[config.mk]
export PLATFORM = sky130hd
export DESIGN_NAME = pc_stack_indirect_addressing
export DESIGN_NICKNAME = d
export VERILOG_FILES = /design/src/shared/pc_stack_pkg.sv /design/src/rtl/pc_stack_indirect_addressing.sv
export VERILOG_INCLUDE_DIRS = /design/src /design/src/shared
export SDC_FILE = /design/constraint.sdc
export NUM_CORES = 1
export LEC_CHECK = 0
export ABC_AREA = 1
export BUFFER_PORTS_ARGS = -buffer_cell sky130_fd_sc_hd__clkbuf_2
export CAP_MARGIN = 20
export CORE_ASPECT_RATIO = 1.5
export CORE_MARGIN = 2
export CORE_UTILIZATION = 35
export CTS_BUF_LIST = sky130_fd_sc_hd__clkbuf_16
export CTS_CLUSTER_SIZE = 40
export DETAILED_ROUTE_END_ITERATION = 12
export PLACE_DENSITY_LB_ADDON = 0.3
export SYNTH_ARGS = -nofsm -noshare
export SYNTH_HDL_FRONTEND = slang
export SYNTH_SLANG_ARGS = --single-unit
[constraint.sdc]
create_clock -name clk_i -period 2.91 [get_ports clk_i]
set_input_delay 0.1455 -clock clk_i [delete_from_list [all_inputs] [get_ports clk_i]]
set_output_delay 0.1455 -clock clk_i [all_outputs]
set_load 0.05 [all_outputs]
[src/shared/pc_stack_params.svh]
// constants for the program counter, return stack and indirect addressing
`ifndef PC_STACK_PARAMS_SVH
`define PC_STACK_PARAMS_SVH

// ------------------------------------------------------------
// register addresses on the file port
// ------------------------------------------------------------
`define ADDR_INDIRECT_PORT   8'h00
`define ADDR_PC_LOW_BYTE     8'h02
`define ADDR_POINTER_REG     8'h04
`define ADDR_PC_HIGH_LATCH   8'h0a

// ------------------------------------------------------------
// widths, fields and reset values
// ------------------------------------------------------------
`define PC_WIDTH             13
`define TARGET_WIDTH         11
`define LATCH_WIDTH          5
`define STACK_DEPTH          8
`define JUMP_PAGE_MSB        4
`define JUMP_PAGE_LSB        3
`define PC_RESET             13'h0000
`define LATCH_RESET          5'h00
`define POINTER_RESET        8'h00
`define IRQ_VECTOR           13'h0004
`define INDIRECT_NULL_READ   8'h00

`endif

[src/shared/pc_stack_pkg.sv]
// types shared by the program sequencing and indirect addressing core
package pc_stack_pkg;

    typedef logic [12:0] pc_t;
    typedef logic [8:0]  data_addr_t;

    // one cycle of sequencing requests from the instruction decoder
    typedef struct packed {
        logic        irq;
        logic        call;
        logic        jump;
        logic        ret;
        logic        step;
        logic [10:0] target;
    } seq_req_s;

    // data memory access toward the file
    typedef struct packed {
        logic       we;
        logic       re;
        data_addr_t addr;
        logic [7:0] wdata;
    } dmem_req_s;

endpackage
[src/rtl/pc_stack_indirect_addressing.sv]
// program counter, circular return stack and indirect data addressing
// Function
// RULE1 - program counter is 13 bits; its low byte is readable and writable
// RULE2 - upper counter bits are not software visible; loaded only from latch
// RULE3 - any reset clears the whole program counter to zero
// RULE4 - writing the low byte copies latch bits 4..0 into upper bits at once
// RULE5 - call and jump take only latch bits 4 and 3 into top counter bits
// RULE6 - call and jump fill counter bits 10..0 from the 11-bit target
// RULE7 - adding an offset into the low byte performs a computed jump
// RULE8 - return stack is eight entries of 13 bits outside all address spaces
// RULE9 - software can neither read nor write the stack pointer
// RULE10 - call or interrupt branch pushes the program counter
// RULE11 - return, return with literal, return from interrupt pop the stack
// RULE12 - the high latch is unchanged by every push and pop
// RULE13 - stack is circular; the ninth push overwrites the first entry
// RULE14 - no overflow or underflow status is provided
// RULE15 - indirect port has no storage; it reaches the pointed location
// RULE16 - reading the port while it points at itself returns 00h
// RULE17 - writing the port while it points at itself is discarded
// RULE18 - effective indirect address is bank bit above the 8-bit pointer
// RULE19 - bank bit has no effect here; only the pointer selects
// RULE20 - interrupt branch loads the fixed vector after pushing the return
`timescale 1ns/10ps
`include "pc_stack_params.svh"

module pc_stack_indirect_addressing #(
    parameter int STACK_DEPTH   = `STACK_DEPTH,
    parameter bit USE_BANK_BIT  = 1'b0
) (
    input  wire logic                   clk_i,
    input  wire logic                   rst_n_i,
    // register file port
    input  wire logic [7:0]             reg_addr_i,
    input  wire logic [7:0]             reg_wdata_i,
    input  wire logic                   reg_we_i,
    input  wire logic                   reg_re_i,
    output logic      [7:0]             reg_rdata_o,
    // sequencing requests from the decoder
    input  pc_stack_pkg::seq_req_s      seq_req_i,
    input  wire logic                   bank_select_high_bit_i,
    output pc_stack_pkg::pc_t           pc_o,
    // data memory behind the file port
    output pc_stack_pkg::dmem_req_s     dmem_req_o,
    input  wire logic [7:0]             dmem_rdata_i
);
    import pc_stack_pkg::*;

    localparam int SP_W = $clog2(STACK_DEPTH);

    // ------------------------------------------------------------
    // parameter checks
    // ------------------------------------------------------------
    generate
        if (STACK_DEPTH < 2 || (STACK_DEPTH & (STACK_DEPTH - 1)) != 0) begin
            $error("stack depth must be a power of two of at least two");
        end
    endgenerate

    // ------------------------------------------------------------
    // state
    // ------------------------------------------------------------
    pc_t                     pc_q;
    pc_t                     pc_d;
    logic [`LATCH_WIDTH-1:0] latch_q;
    logic [7:0]              pointer_q;
    logic [7:0]              rdata_q;
    logic [SP_W-1:0]         sp_q;
    pc_t                     stack_mem [STACK_DEPTH];

    logic       push;
    logic       pop;
    logic       pcl_wr;
    logic       ind_sel;
    logic       ind_self;
    logic       local_sel;
    data_addr_t eff_addr;
    pc_t        stack_top;

    function automatic logic hit(input logic [7:0] a, input logic [7:0] b);
        hit = (a == b);
    endfunction

    // ------------------------------------------------------------
    // decode
    // ------------------------------------------------------------
    // interrupt outranks call; both push
    assign push   = seq_req_i.irq | seq_req_i.call; // RULE10
    assign pop    = ~push & ~seq_req_i.jump & seq_req_i.ret; // RULE11
    assign pcl_wr = reg_we_i & hit(reg_addr_i, `ADDR_PC_LOW_BYTE); // RULE7
    assign stack_top = stack_mem[sp_q - SP_W'(1)];

    assign ind_sel  = hit(reg_addr_i, `ADDR_INDIRECT_PORT);
    assign ind_self = hit(pointer_q, `ADDR_INDIRECT_PORT);
    assign eff_addr = {bank_select_high_bit_i & USE_BANK_BIT,
                       pointer_q}; // RULE18 RULE19

    // direct accesses to addresses kept inside this block never reach data memory
    assign local_sel = hit(reg_addr_i, `ADDR_PC_LOW_BYTE) |
                       hit(reg_addr_i, `ADDR_PC_HIGH_LATCH) |
                       hit(reg_addr_i, `ADDR_POINTER_REG);

    // ------------------------------------------------------------
    // next program counter
    // ------------------------------------------------------------
    always_comb begin
        pc_d = pc_q;
        if (seq_req_i.irq) begin
            pc_d = `IRQ_VECTOR; // RULE20
        end else if (seq_req_i.call || seq_req_i.jump) begin
            pc_d = {latch_q[`JUMP_PAGE_MSB:`JUMP_PAGE_LSB],
                    seq_req_i.target}; // RULE5 RULE6
        end else if (pop) begin
            pc_d = stack_top; // RULE11
        end else if (pcl_wr) begin
            pc_d = {latch_q, reg_wdata_i}; // RULE4 RULE2
        end else if (seq_req_i.step) begin
            pc_d = pc_q + pc_t'(1);
        end
    end

    always_ff @(posedge clk_i or negedge rst_n_i) begin
        if (!rst_n_i) begin
            pc_q <= `PC_RESET; // RULE3
        end else begin
            pc_q <= pc_d; // RULE1
        end
    end

    assign pc_o = pc_q;

    // ------------------------------------------------------------
    // high latch and pointer
    // ------------------------------------------------------------
    // only a software write moves the latch, never a push or pop
    always_ff @(posedge clk_i or negedge rst_n_i) begin
        if (!rst_n_i) begin
            latch_q <= `LATCH_RESET;
        end else if (reg_we_i && hit(reg_addr_i, `ADDR_PC_HIGH_LATCH)) begin
            latch_q <= reg_wdata_i[`LATCH_WIDTH-1:0]; // RULE12
        end
    end

    always_ff @(posedge clk_i or negedge rst_n_i) begin
        if (!rst_n_i) begin
            pointer_q <= `POINTER_RESET;
        end else if (reg_we_i && hit(reg_addr_i, `ADDR_POINTER_REG)) begin
            pointer_q <= reg_wdata_i;
        end
    end

    // ------------------------------------------------------------
    // return stack
    // ------------------------------------------------------------
    // pointer wraps freely and has no address; no overflow flag exists
    always_ff @(posedge clk_i or negedge rst_n_i) begin
        if (!rst_n_i) begin
            sp_q <= '0;
        end else if (push) begin
            sp_q <= sp_q + SP_W'(1); // RULE13 RULE9 RULE14
        end else if (pop) begin
            sp_q <= sp_q - SP_W'(1); // RULE13
        end
    end

    // storage sits outside both address spaces
    always_ff @(posedge clk_i) begin
        if (push) begin
            stack_mem[sp_q] <= pc_q; // RULE8 RULE10
        end
    end

    // ------------------------------------------------------------
    // data memory access and read back
    // ------------------------------------------------------------
    always_comb begin
        dmem_req_o.wdata = reg_wdata_i;
        if (ind_sel) begin
            dmem_req_o.addr = eff_addr; // RULE15
            dmem_req_o.we   = reg_we_i & ~ind_self; // RULE17
            dmem_req_o.re   = reg_re_i & ~ind_self;
        end else begin
            dmem_req_o.addr = {1'b0, reg_addr_i};
            dmem_req_o.we   = reg_we_i & ~local_sel;
            dmem_req_o.re   = reg_re_i & ~local_sel;
        end
    end

    always_ff @(posedge clk_i or negedge rst_n_i) begin
        if (!rst_n_i) begin
            rdata_q <= 8'h00;
        end else if (reg_re_i) begin
            if (ind_sel && ind_self) begin
                rdata_q <= `INDIRECT_NULL_READ; // RULE16
            end else if (hit(reg_addr_i, `ADDR_PC_LOW_BYTE)) begin
                rdata_q <= pc_q[7:0]; // RULE1
            end else if (hit(reg_addr_i, `ADDR_PC_HIGH_LATCH)) begin
                rdata_q <= {3'h0, latch_q};
            end else if (hit(reg_addr_i, `ADDR_POINTER_REG)) begin
                rdata_q <= pointer_q;
            end else begin
                rdata_q <= dmem_rdata_i; // RULE15
            end
        end
    end

    assign reg_rdata_o = rdata_q;

    // ------------------------------------------------------------
    // assertions
    // ------------------------------------------------------------
    logic [`LATCH_WIDTH-1:0] latch_at_write_q;
    always_ff @(posedge clk_i or negedge rst_n_i) begin
        if (!rst_n_i) begin
            latch_at_write_q <= '0;
        end else begin
            latch_at_write_q <= latch_q;
        end
    end

    pcl_write_load_a: assert property (@(posedge clk_i) disable iff (!rst_n_i)
        pcl_wr && !seq_req_i.irq && !seq_req_i.call && !seq_req_i.jump &&
        !seq_req_i.ret |=> pc_q == {latch_at_write_q, $past(reg_wdata_i)})
        else $error("low byte write did not load the full counter"); // RULE4

    jump_page_load_a: assert property (@(posedge clk_i) disable iff (!rst_n_i)
        !seq_req_i.irq && (seq_req_i.call || seq_req_i.jump) |=>
        pc_q[12:11] == latch_at_write_q[4:3] &&
        pc_q[10:0] == $past(seq_req_i.target))
        else $error("call or jump loaded wrong target"); // RULE5

    irq_vector_load_a: assert property (@(posedge clk_i) disable iff (!rst_n_i)
        seq_req_i.irq |=> pc_q == `IRQ_VECTOR)
        else $error("interrupt did not vector"); // RULE20

    // a call, one cycle with no stack traffic, then a return
    call_return_pair_a: assert property (@(posedge clk_i)
        disable iff (!rst_n_i)
        (seq_req_i.call && !seq_req_i.irq) ##1 (!push && !pop) ##1 pop
        |=> pc_q == $past(pc_q, 3))
        else $error("return did not restore pushed address"); // RULE11

    latch_push_pop_a: assert property (@(posedge clk_i) disable iff (!rst_n_i)
        (push || pop) && !(reg_we_i &&
        hit(reg_addr_i, `ADDR_PC_HIGH_LATCH)) |=> $stable(latch_q))
        else $error("latch moved on push or pop"); // RULE12

    // modulo increment: the eighth push brings the pointer back to its start
    stack_wrap_a: assert property (@(posedge clk_i) disable iff (!rst_n_i)
        push |=> sp_q == SP_W'($past(sp_q) + SP_W'(1)))
        else $error("stack pointer did not wrap after eight pushes"); // RULE13

    self_read_zero_a: assert property (@(posedge clk_i) disable iff (!rst_n_i)
        reg_re_i && ind_sel && ind_self |=> reg_rdata_o == 8'h00)
        else $error("self indirect read not zero"); // RULE16

    self_write_drop_a: assert property (@(posedge clk_i) disable iff (!rst_n_i)
        reg_we_i && ind_sel && ind_self |-> !dmem_req_o.we)
        else $error("self indirect write reached memory"); // RULE17

    indirect_addr_a: assert property (@(posedge clk_i) disable iff (!rst_n_i)
        ind_sel && (reg_we_i || reg_re_i) && !ind_self |->
        dmem_req_o.addr == {1'b0, pointer_q} &&
        (dmem_req_o.we == reg_we_i))
        else $error("indirect access used wrong address"); // RULE15 RULE19

    pcl_read_back_a: assert property (@(posedge clk_i) disable iff (!rst_n_i)
        reg_re_i && hit(reg_addr_i, `ADDR_PC_LOW_BYTE) |=>
        reg_rdata_o == $past(pc_q[7:0]))
        else $error("low byte read back wrong"); // RULE1

    step_increment_a: assert property (@(posedge clk_i)
        disable iff (!rst_n_i)
        seq_req_i.step && !push && !seq_req_i.jump && !seq_req_i.ret &&
        !pcl_wr |=> pc_q == pc_t'($past(pc_q) + pc_t'(1)))
        else $error("step did not advance the counter"); // RULE1

    push_store_a: assert property (@(posedge clk_i)
        disable iff (!rst_n_i)
        push |=> stack_mem[$past(sp_q)] == $past(pc_q))
        else $error("push did not store the counter"); // RULE10

    pop_load_a: assert property (@(posedge clk_i)
        disable iff (!rst_n_i)
        pop |=> pc_q == $past(stack_top))
        else $error("pop did not load the top entry"); // RULE11

    sp_pop_a: assert property (@(posedge clk_i)
        disable iff (!rst_n_i)
        pop |=> sp_q == SP_W'($past(sp_q) - SP_W'(1)))
        else $error("pop did not step the pointer back"); // RULE13

    sp_hold_a: assert property (@(posedge clk_i)
        disable iff (!rst_n_i)
        !push && !pop |=> $stable(sp_q))
        else $error("stack pointer moved without push or pop"); // RULE9

    jump_no_push_a: assert property (@(posedge clk_i)
        disable iff (!rst_n_i)
        seq_req_i.jump && !push |=> $stable(sp_q))
        else $error("jump touched the stack"); // RULE10

    // reset is asynchronous, so the counter reads zero at any edge in reset
    reset_pc_zero_a: assert property (@(posedge clk_i)
        !rst_n_i |-> pc_q == `PC_RESET)
        else $error("counter not cleared in reset"); // RULE3

    latch_only_sw_a: assert property (@(posedge clk_i)
        disable iff (!rst_n_i)
        !(reg_we_i && hit(reg_addr_i, `ADDR_PC_HIGH_LATCH))
        |=> $stable(latch_q))
        else $error("latch moved without a software write"); // RULE12

    latch_write_a: assert property (@(posedge clk_i)
        disable iff (!rst_n_i)
        reg_we_i && hit(reg_addr_i, `ADDR_PC_HIGH_LATCH)
        |=> latch_q == $past(reg_wdata_i[`LATCH_WIDTH-1:0]))
        else $error("latch write lost"); // RULE2

    latch_read_a: assert property (@(posedge clk_i)
        disable iff (!rst_n_i)
        reg_re_i && hit(reg_addr_i, `ADDR_PC_HIGH_LATCH)
        |=> reg_rdata_o == {3'h0, $past(latch_q)})
        else $error("latch read back wrong"); // RULE2

    pointer_write_a: assert property (@(posedge clk_i)
        disable iff (!rst_n_i)
        reg_we_i && hit(reg_addr_i, `ADDR_POINTER_REG)
        |=> pointer_q == $past(reg_wdata_i))
        else $error("pointer write lost"); // RULE15

    pointer_read_a: assert property (@(posedge clk_i)
        disable iff (!rst_n_i)
        reg_re_i && hit(reg_addr_i, `ADDR_POINTER_REG)
        |=> reg_rdata_o == $past(pointer_q))
        else $error("pointer read back wrong"); // RULE15

    mem_read_a: assert property (@(posedge clk_i)
        disable iff (!rst_n_i)
        reg_re_i && !local_sel && !(ind_sel && ind_self)
        |=> reg_rdata_o == $past(dmem_rdata_i))
        else $error("data memory read not returned"); // RULE15

    self_read_quiet_a: assert property (@(posedge clk_i)
        disable iff (!rst_n_i)
        reg_re_i && ind_sel && ind_self |-> !dmem_req_o.re)
        else $error("self indirect read reached memory"); // RULE16

    local_no_mem_a: assert property (@(posedge clk_i)
        disable iff (!rst_n_i)
        local_sel && (reg_we_i || reg_re_i)
        |-> !dmem_req_o.we && !dmem_req_o.re)
        else $error("local register access reached memory"); // RULE2

    direct_addr_a: assert property (@(posedge clk_i)
        disable iff (!rst_n_i)
        !ind_sel && !local_sel && (reg_we_i || reg_re_i)
        |-> dmem_req_o.addr == {1'b0, reg_addr_i})
        else $error("direct access used wrong address"); // RULE18

    bank_ignored_a: assert property (@(posedge clk_i)
        disable iff (!rst_n_i)
        !USE_BANK_BIT |-> !dmem_req_o.addr[8])
        else $error("bank bit reached the data address"); // RULE19

    // read data stand until the next read strobe
    read_hold_a: assert property (@(posedge clk_i)
        disable iff (!rst_n_i)
        !reg_re_i |=> $stable(reg_rdata_o))
        else $error("read data changed without a read"); // RULE1

endmodule

==> results, run 1 <==
- The run finished with clean final reports.
- The startpoint type of the worst setup path is a flop.
- The maximum level of the CTS H-tree is 4.
- The proportion of power drawn by flip-flops and latches is 0.365.
- The first routing iteration left 254 violations.
- The net switching power is 2.74 mW.
- The core area is 19,200 um2.
- Subtracting the final worst setup slack from the clock period gives 2.06 ns.
- After routing the design area is 8150 um2.
- The max-cap violation count is 0.
- The Yosys warning count is 0.
- For the pin with the worst max-slew slack, the measured transition is 0.667 ns.
- The global placement routability congestion is 0.871.
- The element type at the critical path end is a flop.
- The count of flip-flops with a built-in enable after synthesis is 104.
- The total wire length is 18.0 mm.
- Clock-pin slew was measured on the worst setup and hold paths at 0.06 ns.
- The starting density of the core is 0.356.
- For the final routed database, the setup TNS stands at 0 ns.
- The worst pin sits at a relative slew slack of 0.554.
- The analysis attributes to cell leakage a power of 3.52 nW.
- For this run, the detailed router's first-pass iteration total came to 5.
- Counting both buffers and inverters, the worst setup path holds a total of 3.
- The number of cells in the finished layout apart from fillers is 1,106.
- The critical-path cell with the highest stage delay is sky130_fd_sc_hd__dfrtp_1.
- In this run, distinct cell masters in the synthesized netlist total 34.
- Port buffering added 82 buffers.
- After synthesis, the share of flip-flops with an asynchronous set or reset is 0.262.
- Global routing finished with a remaining overflow of 0.
- The critical path goes through inv_1, ha_1, clkinv_1, buf_4, nand3_1, nand3_1, nand3_1, nand2_1, nand2_1, nand2_1, nand2_1.
- The min-delay analysis places its worst path in the category primary input to flop.
- In the synthesized netlist, the cells that appear most often are sky130_fd_sc_hd__nand2_1 (260), sky130_fd_sc_hd__nand3_1 (124), sky130_fd_sc_hd__edfxtp_1 (104), sky130_fd_sc_hd__nor2_1 (54), sky130_fd_sc_hd__inv_1 (44).
- The mean post-synth cell area is 9.11 um2.
- Static timing analysis puts the maximum clock frequency at 485 MHz.
- The most instantiated library cell after synthesis is sky130_fd_sc_hd__nand2_1.
- The root cell of the clock tree is sky130_fd_sc_hd__clkbuf_16.
- The peak per-stage delay on the critical path is 0.42 ns.
- Power spread over the standard cell area amounts to 908 nW/um2.
- The internal portion of the total power is 4.67 mW.
- The classification of the worst setup path is flop to flop.
- The number of nets still failing antenna checks after routing is 0.
- Of the total power, combinational logic draws 0.333.
- The top cell type's share of synthesized area is 0.458.
- The most frequently used flop master after synthesis is sky130_fd_sc_hd__edfxtp_1.
- For the worst-skew pair, the clock arrives at the later sink with an insertion delay of 0.42 ns.
- The mapped netlist covers 6820 um2.
- The area growth from synthesis to layout is 19.5%.
- The longest clock path from root to sink contains 2 buffers.
- The half-perimeter wire length after detailed placement is 12.9 mm.
- The synthesized flop and latch total is 141.
- 85 I/O pins were placed.
- The instance area at placement is 7510 um2.
- The first-pass GRT wire length is 27.5 mm.
- After the last flow step, the layout net total stands at 885.
- The share of the Yosys chip area taken by registers is 0.594.
- The top fanout value on the critical path is 9.
- The kind of cell adding the most delay to the critical path is buffers and inverters.
- The final number of hold-violating endpoints was 0.
- After filler insertion, the fill cell instance count of the layout stands at 1,940.
- The peak supply drop is 0.000650 V.
- The initial antenna violation count is 0.
- Measured along the x axis, the die boundary spans 118 um.
- The clock net sink count is 141.
- Dividing the final minimum period by the clock period gives 0.709.
- The number of cell rows is 62.
- The total clock buffers created by CTS is 17.
- The share of total power dissipated in the clock network is 0.301.
- The biggest area contributor in the post-synthesis netlist is sky130_fd_sc_hd__edfxtp_1.
- Data on the critical path arrives at its endpoint at 2.42 ns.
- The count of antenna diodes in the layout is 0.
- In the final layout, the share of cells above drive strength 1 is 0.188.
- The via count of the first global-routing pass is 5,210.
- The chip height is 175 um.
- Setup violations remaining at the end of the flow were counted as 0.
- The total number of vias is 5,380.
- The average wire per cell in the routed design is 16.3 um.
- The final max-slew violation count is 0.
- The largest net degree at the start of global routing is 56.
- The global-route usage over all layers is 0.175.
- Synthesis handed over a netlist of 748 instances.
- In the routed layout, each cell is associated on average with a via count of 4.86.
- Yosys attributes the largest share of cell area to sky130_fd_sc_hd__edfxtp_1 (46%), sky130_fd_sc_hd__nand2_1 (14%), sky130_fd_sc_hd__dfrtp_1 (14%).
- The CTS tree is yes.
- The net switching share of the total power is 0.370.
- The final clock skew is 0.00484 ns.
- The die covers 20,600 um2.
- The synthesized netlist net count is 796.
- Setup repair after global routing left no endpoint under its margin.
- The most numerous cell type found on the critical path is sky130_fd_sc_hd__nand2_1.
- After detailed routing, the number of remaining DRC violations is 0.
- The critical path required time is 3.27 ns.
- The cell total after placement is 1,072.
## stage by stage
step	util	power, mW	hold slack, ns	setup slack (ns)
after global placement	0.392	5.21	0.353	0.879
after CTS	0.424	7.47	0.00943	0.823
after global routing	0.425	7.82	0.0347	0.684
after floorplan	-	4.43	-0.150	0.793
after detailed placement	0.392	5.24	0.359	0.843
final	0.425	7.40	0.0180	0.846
## path summary, 6_finish.rpt
kind | startpoint | endpoint | slack, ns | depth (start not counted)
max | sp_q[1] | pc_o[12] | 0.85 | 11
min | reg_wdata_i[7] | pointer_q[7] | 0.02 | 3
max reg2reg | sp_q[1] | pc_o[12] | 0.85 | 11
min reg2reg | reg_rdata_o[7] | reg_rdata_o[7] | 0.48 | 2
max in group asynchronous | rst_n_i | pc_o[9] | 2.40 | 3
min in group asynchronous | rst_n_i | reg_rdata_o[2] | 0.08 | 2
## power by group through the flow
stage | sequential, mW | clock (mW) | combinational, mW
finish | 2.70 | 2.23 | 2.47
global route | 2.73 | 2.36 | 2.73
CTS | 2.71 | 2.26 | 2.51
detailed placement | 2.74 | 0 | 2.50
global placement | 2.73 | 0 | 2.47
floorplan | 2.81 | 0 | 1.61
## timing repair
action / CTS / global route
setup buffers: 0 / 0
gates resized for setup: 0 / 0
hold buffers: 1 / 0
endpoints found under the setup margin: 0 / 0
endpoints found under the hold margin: 37 / 0
## logic make-up (layout without fill, tap and decap cells)
group,after synthesis,count (layout),share of synthesized area
DFF,141,141,0.594
xor gates and xnor gates,6,6,0.00771
other,1,1,0.000550
and+or+nand+nor,464,464,0.295
AOI/OAI and AO/OA,47,47,0.0402
buffers and inverters,86,188,0.0576
adders and majority gates,3,3,0.00551
## metal layers
metal | vias to the layer above | GRT usage | wire length [um]
met3 | 37 | 0.0242 | 597
met1 | 2526 | 0.182 | 6660
met2 | 149 | 0.339 | 10000
met5 | - | 0 | 0
li1 | 2668 | - | -
met4 | 0 | 0.0899 | 726
## registers in the layout (all words and copies together) (netlist names)
register	cells
pointer_q	8
latch_q	5
reg_rdata_o	8
sp_q	3
stack_mem	104
pc_o	13
## cell type report
class	instances	area, um2	area share
Tap cell	256	320	0.0393
Multi-Input combinational cell	521	2380	0.292
Clock inverter	15	186	0.0229
Sequential cell	141	4050	0.497
Clock buffer	17	425	0.0522
Inverter	50	188	0.0230
Timing Repair Buffer	106	606	0.0743
## worst register-to-register path, cell delays in order (launching register included)
cell                       delay, ns
sky130_fd_sc_hd__dfrtp_1        0.42
sky130_fd_sc_hd__inv_1          0.10
sky130_fd_sc_hd__ha_1           0.30
sky130_fd_sc_hd__clkinv_1       0.30
sky130_fd_sc_hd__buf_4          0.30
sky130_fd_sc_hd__nand3_1        0.08
sky130_fd_sc_hd__nand3_1        0.12
sky130_fd_sc_hd__nand3_1        0.15
sky130_fd_sc_hd__nand2_1        0.07
sky130_fd_sc_hd__nand2_1        0.05
sky130_fd_sc_hd__nand2_1        0.05
sky130_fd_sc_hd__nand2_1        0.05
## placed cells by master, fill, tap and decap left out, types with 5 or more instances in the layout
cell,n
sky130_fd_sc_hd__nand2_1,260
sky130_fd_sc_hd__nand3_1,124
sky130_fd_sc_hd__edfxtp_1,104
sky130_fd_sc_hd__clkbuf_2,82
sky130_fd_sc_hd__nor2_1,54
sky130_fd_sc_hd__inv_1,44
sky130_fd_sc_hd__dfrtp_1,37
sky130_fd_sc_hd__o21ai_0,26
sky130_fd_sc_hd__buf_4,22
sky130_fd_sc_hd__clkbuf_16,17
sky130_fd_sc_hd__a21oi_1,8
sky130_fd_sc_hd__o21ai_2,7
sky130_fd_sc_hd__nand4_1,6
sky130_fd_sc_hd__xnor2_1,5
sky130_fd_sc_hd__inv_6,5
Power figures use the tool's default switching activity.
==> run 2: changes to the inputs <==
--- a/config.mk
+++ b/config.mk
@@ -6,7 +6,7 @@
 export SDC_FILE = /design/constraint.sdc
 export NUM_CORES = 1
 export LEC_CHECK = 0
-export ABC_AREA = 1
+export ABC_AREA = 0
 export BUFFER_PORTS_ARGS = -buffer_cell sky130_fd_sc_hd__clkbuf_2
 export CAP_MARGIN = 20
 export CORE_ASPECT_RATIO = 1.5
==> constraint.sdc (replaced) <==
create_clock -name clk_i -period 1.91 [get_ports clk_i]
set_input_delay 0.0955 -clock clk_i [delete_from_list [all_inputs] [get_ports clk_i]]
set_output_delay 0.0955 -clock clk_i [all_outputs]
set_load 0.05 [all_outputs]
==> run 2 against run 1 <==
Against the previous run:
- the run now ends with setup timing left
- cell area increased by 4.7%
- synthesized area fell by 5.2%
- clock-buffer cell count unchanged
- via count decreased by 14%
- sequential power grew 56%
- synthesized cell count down 41%
- critical path depth fell by 3
- worst setup slack got worse by 0.86 ns
- routed wire length up 1.8%
- sequential share of layout area fell by 2.1 points
- largest power group is now combinational cells
==> results, run 2 <==
- The via count of the first global-routing pass was 4,879.
- Of the cells placed in the final design, the portion with a size suffix greater than 1 is 0.451.
- The worst slew margin relative to its limit is 0.594.
- For this configuration, the core starts out at a cell density of 0.359.
- The peak supply drop is 0.000661 V.
- Dividing the final minimum period by the clock period gives 1.01.
- The cell that appears most often on the critical path is sky130_fd_sc_hd__nand2_2.
- After synthesis, the netlist uses 53 different library cells.
- The first-pass GRT wire length is 27.9 mm.
- The initial antenna violation count is 0.
- The commonest cells after synthesis are sky130_fd_sc_hd__edfxtp_1 (104), sky130_fd_sc_hd__dfrtp_1 (37), sky130_fd_sc_hd__nor2_1 (27), sky130_fd_sc_hd__mux4_2 (26), sky130_fd_sc_hd__o21ai_0 (21).
- From bottom edge to top edge, the die measures 170 um.
- The number of cells in the finished layout apart from fillers is 838.
- The critical path required time is 2.19 ns.
- The critical path crosses 8 cells after its start point.
- The remaining routing DRC violations is 0.
- On the final layout, the worst clock skew is 0.00863 ns.
- The worst register-to-register path ends at pc_o[4].
- Setup slack on the worst reg-to-reg path comes out at -0.01 ns.
- The critical path contains buffers and inverters numbering 2 combined.
- The count of antenna diodes in the layout is 0.
- The synthesized netlist net count is 490.
- The run finished, with violations left.
- In this run the critical register-to-register path is launched from sp_q[0].
- The synthesized design contains 141 register bits.
- After synthesis, the cell types taking the most area are sky130_fd_sc_hd__edfxtp_1 (48%), sky130_fd_sc_hd__dfrtp_1 (14%), sky130_fd_sc_hd__mux4_2 (9.1%).
- The worst setup slack after placement is -0.0704 ns.
- The final reports fail on setup timing.
- The first detailed-routing pass ran for 9 iterations.
- The smallest setup slack after layout is -0.0136 ns.
- The startpoint identified for the worst hold timing path is seq_req_i[5].
- Counting flops with an async set or reset pin after synthesis yields a share of 0.262.
- The tightest hold path in the finished design has a slack of 0.0121 ns.
- The floorplan has 60 rows.
- The final max-slew violation count is 0.
- Summed over all layers, the global routing overflow is 0.
- The iteration-0 DRC count of the detailed router is 371.
- The final cell utilization of the core is 0.473.
- Along the worst path, the maximum fanout reaches 6.
- Counting flops with a built-in enable in the synthesized netlist gives 104.
- The root cell of the clock tree is sky130_fd_sc_hd__clkbuf_16.
- Of the post-synthesis cell area, the dominant cell type holds 0.483.
- The instance area at placement is 7650 um2.
- The largest net degree at the start of global routing is 26.
- The clock net sink count is 141.
- Setup violations remaining at the end of the flow were counted as 2.
- A synthesized cell averages 14.6 um2.
- In this run the deepest clock path goes through 2 buffers.
- The kind of cell adding the most delay to the critical path is flip-flops.
- The core area is 18,000 um2.
- The max-cap violation count is 0.
- At the end of the flow, the number of nets in the layout was 656.
- The synthesized instance count is 442.
- The setup path with the least slack is of type flop to flop.
- At the end of routability-driven placement, the weighted congestion stood at 0.916.
- Derived from the worst setup path, the maximum achievable clock frequency is 520 MHz.
- The largest individual stage delay along the critical path comes from the cell sky130_fd_sc_hd__dfrtp_2.
- After clock tree synthesis, the clock-pin slew on the worst setup and hold paths is 0.06 ns.
- The detailed router placed 4,609 vias in this run.
- For this run, the register share of the synthesized area comes to 0.626.
- The tightest min-delay check is of the primary input to flop type.
- The cell total after placement is 787.
- The H-tree was split into 4 levels.
- The growth of design area from synthesis to finish is 31.9%.
- Traced cell by cell, the critical path runs through inv_4, ha_4, buf_6, mux4_2, nand2_2, nand2_2, a222oi_1, o31ai_1.
- The peak per-stage delay on the critical path is 0.42 ns.
- Leaving out fill and tap cells, the most frequent cell in the layout is sky130_fd_sc_hd__edfxtp_1.
- The CTS tree is yes.
- The leakage power of the design is 3.36 nW.
- The total clock buffers created by CTS is 17.
- STA classifies the critical path startpoint as a flop.
- The most flop-heavy register is stack_mem.
- The half-perimeter wire length after detailed placement is 13.5 mm.
- The area of all placed cells without fillers is 8530 um2.
- The area of the die is 19,600 um2.
- Dividing the detail-routed via count by the number of cells gives 5.50.
- The worst path in the final design needs a cycle of 1.92 ns, including I/O delays and setup.
- Pin placement for this block handled 85 I/O pins.
- The most frequently used flop master after synthesis is sky130_fd_sc_hd__edfxtp_1.
- The element type at the critical path end is a flop.
- Port buffering added 82 buffers.
- The most instantiated library cell after synthesis is sky130_fd_sc_hd__edfxtp_1.
- The synthesized design spends more area on one cell type than any other, namely sky130_fd_sc_hd__edfxtp_1.
- For the pin with the worst max-slew slack, the measured transition is 0.607 ns.
- In this run the horizontal extent of the chip is 115 um.
- After routing, the total negative slack on setup checks comes to -0.0256 ns.
- The sum of internal, switching and leakage power is 11.7 mW.
- The worst register-to-register path has a depth of 8.
- The endpoint arrival time on the critical path is 2.20 ns.
- The most critical setup path has its endpoint at pc_o[4].
- Once detail routing completed, the nets flagged for antenna violations numbered 0.
- The final number of hold-violating endpoints is 0.
- At the later pin of the worst-skew pair, clock insertion delay measures 0.42 ns.
- The cell area after technology mapping is 6470 um2.
- For this design the ratio of total power to cell area is 1380 nW/um2.
- The global-route usage over all layers is 0.194.
- Setup repair after global routing could not meet its margin everywhere.
- The Yosys warning count is 0.
- The start point of the critical path is sp_q[0].
- The total wire length is 18.4 mm.
- In the layout the commonest cells are sky130_fd_sc_hd__edfxtp_1 (104), sky130_fd_sc_hd__buf_4 (82), sky130_fd_sc_hd__clkbuf_2 (80), sky130_fd_sc_hd__dfrtp_1 (31), sky130_fd_sc_hd__nor2_1 (27).
- Dividing the detail-routed wire length by the instance count gives 21.9 um.
- The register with the most flip-flops in the layout has 104 of them.
run 2: worst register-to-register path, stage by stage (launching register included):
cell and delay (ns):
sky130_fd_sc_hd__dfrtp_2 0.42, sky130_fd_sc_hd__inv_4 0.05, sky130_fd_sc_hd__ha_4 0.32, sky130_fd_sc_hd__buf_6 0.14, sky130_fd_sc_hd__mux4_2 0.31, sky130_fd_sc_hd__nand2_2 0.10
sky130_fd_sc_hd__nand2_2 0.06, sky130_fd_sc_hd__a222oi_1 0.28, sky130_fd_sc_hd__o31ai_1 0.12
run 2: worst min path at each step:
stage	slack [ns]	end	cells past startpoint
floorplan	-0.20	latch_q[0]	0
global route	0.01	pointer_q[7]	2
global placement	0.06	pointer_q[0]	1
detailed placement	0.06	pointer_q[0]	1
CTS	0.0002	pc_o[5]	3
finish	0.01	pc_o[5]	3
run 2: area by class of cell:
type,instances,area (um2)
timing repair buffer,177,1200
sequential,141,4060
inverter,8,32.5
multi-input combinational,263,2390
clock inverter,15,154
clock buffer,17,425
tap,217,272
fill,1595,9490
run 2: cell families (layout without fill, tap and decap cells):
group,Yosys count,in the layout,share of synthesized area
buffers and inverters,38,217,0.0323
AO/OA/AOI/OAI,90,90,0.0991
multiplexers,47,47,0.126
XOR/XNOR,15,15,0.0203
AND/OR/NAND/NOR,107,107,0.0900
other,1,1,0.000580
adder cells (fa/ha/maj),3,3,0.00581
flip-flops,141,141,0.626
run 2: metal layers:
| layer | vias up | global-route usage | routed length, um |
|---|---|---|---|
| li1 | 2081 | - | - |
| met1 | 2278 | 0.231 | 7060 |
| met2 | 204 | 0.333 | 9540 |
| met3 | 46 | 0.0292 | 860 |
| met4 | 0 | 0.112 | 894 |
| met5 | - | 0 | 0 |
run 2: what timing repair did:
item                                    4_1_cts  5_1_grt
pin swaps                                     1        4
gates cloned                                  0        0
hold buffers                                  9        0
endpoints found under the setup margin        5       11
setup buffers                                 5        6
hold endpoints to repair                     25        0
gates resized for setup                      14       19
run 2: report_power, final:
| part | internal [mW] | switching [mW] |
|---|---|---|
| sequential | 3.96 | 0.237 |
| clock | 1.84 | 1.37 |
| combinational | 2.07 | 2.27 |
| total | 7.86 | 3.88 |
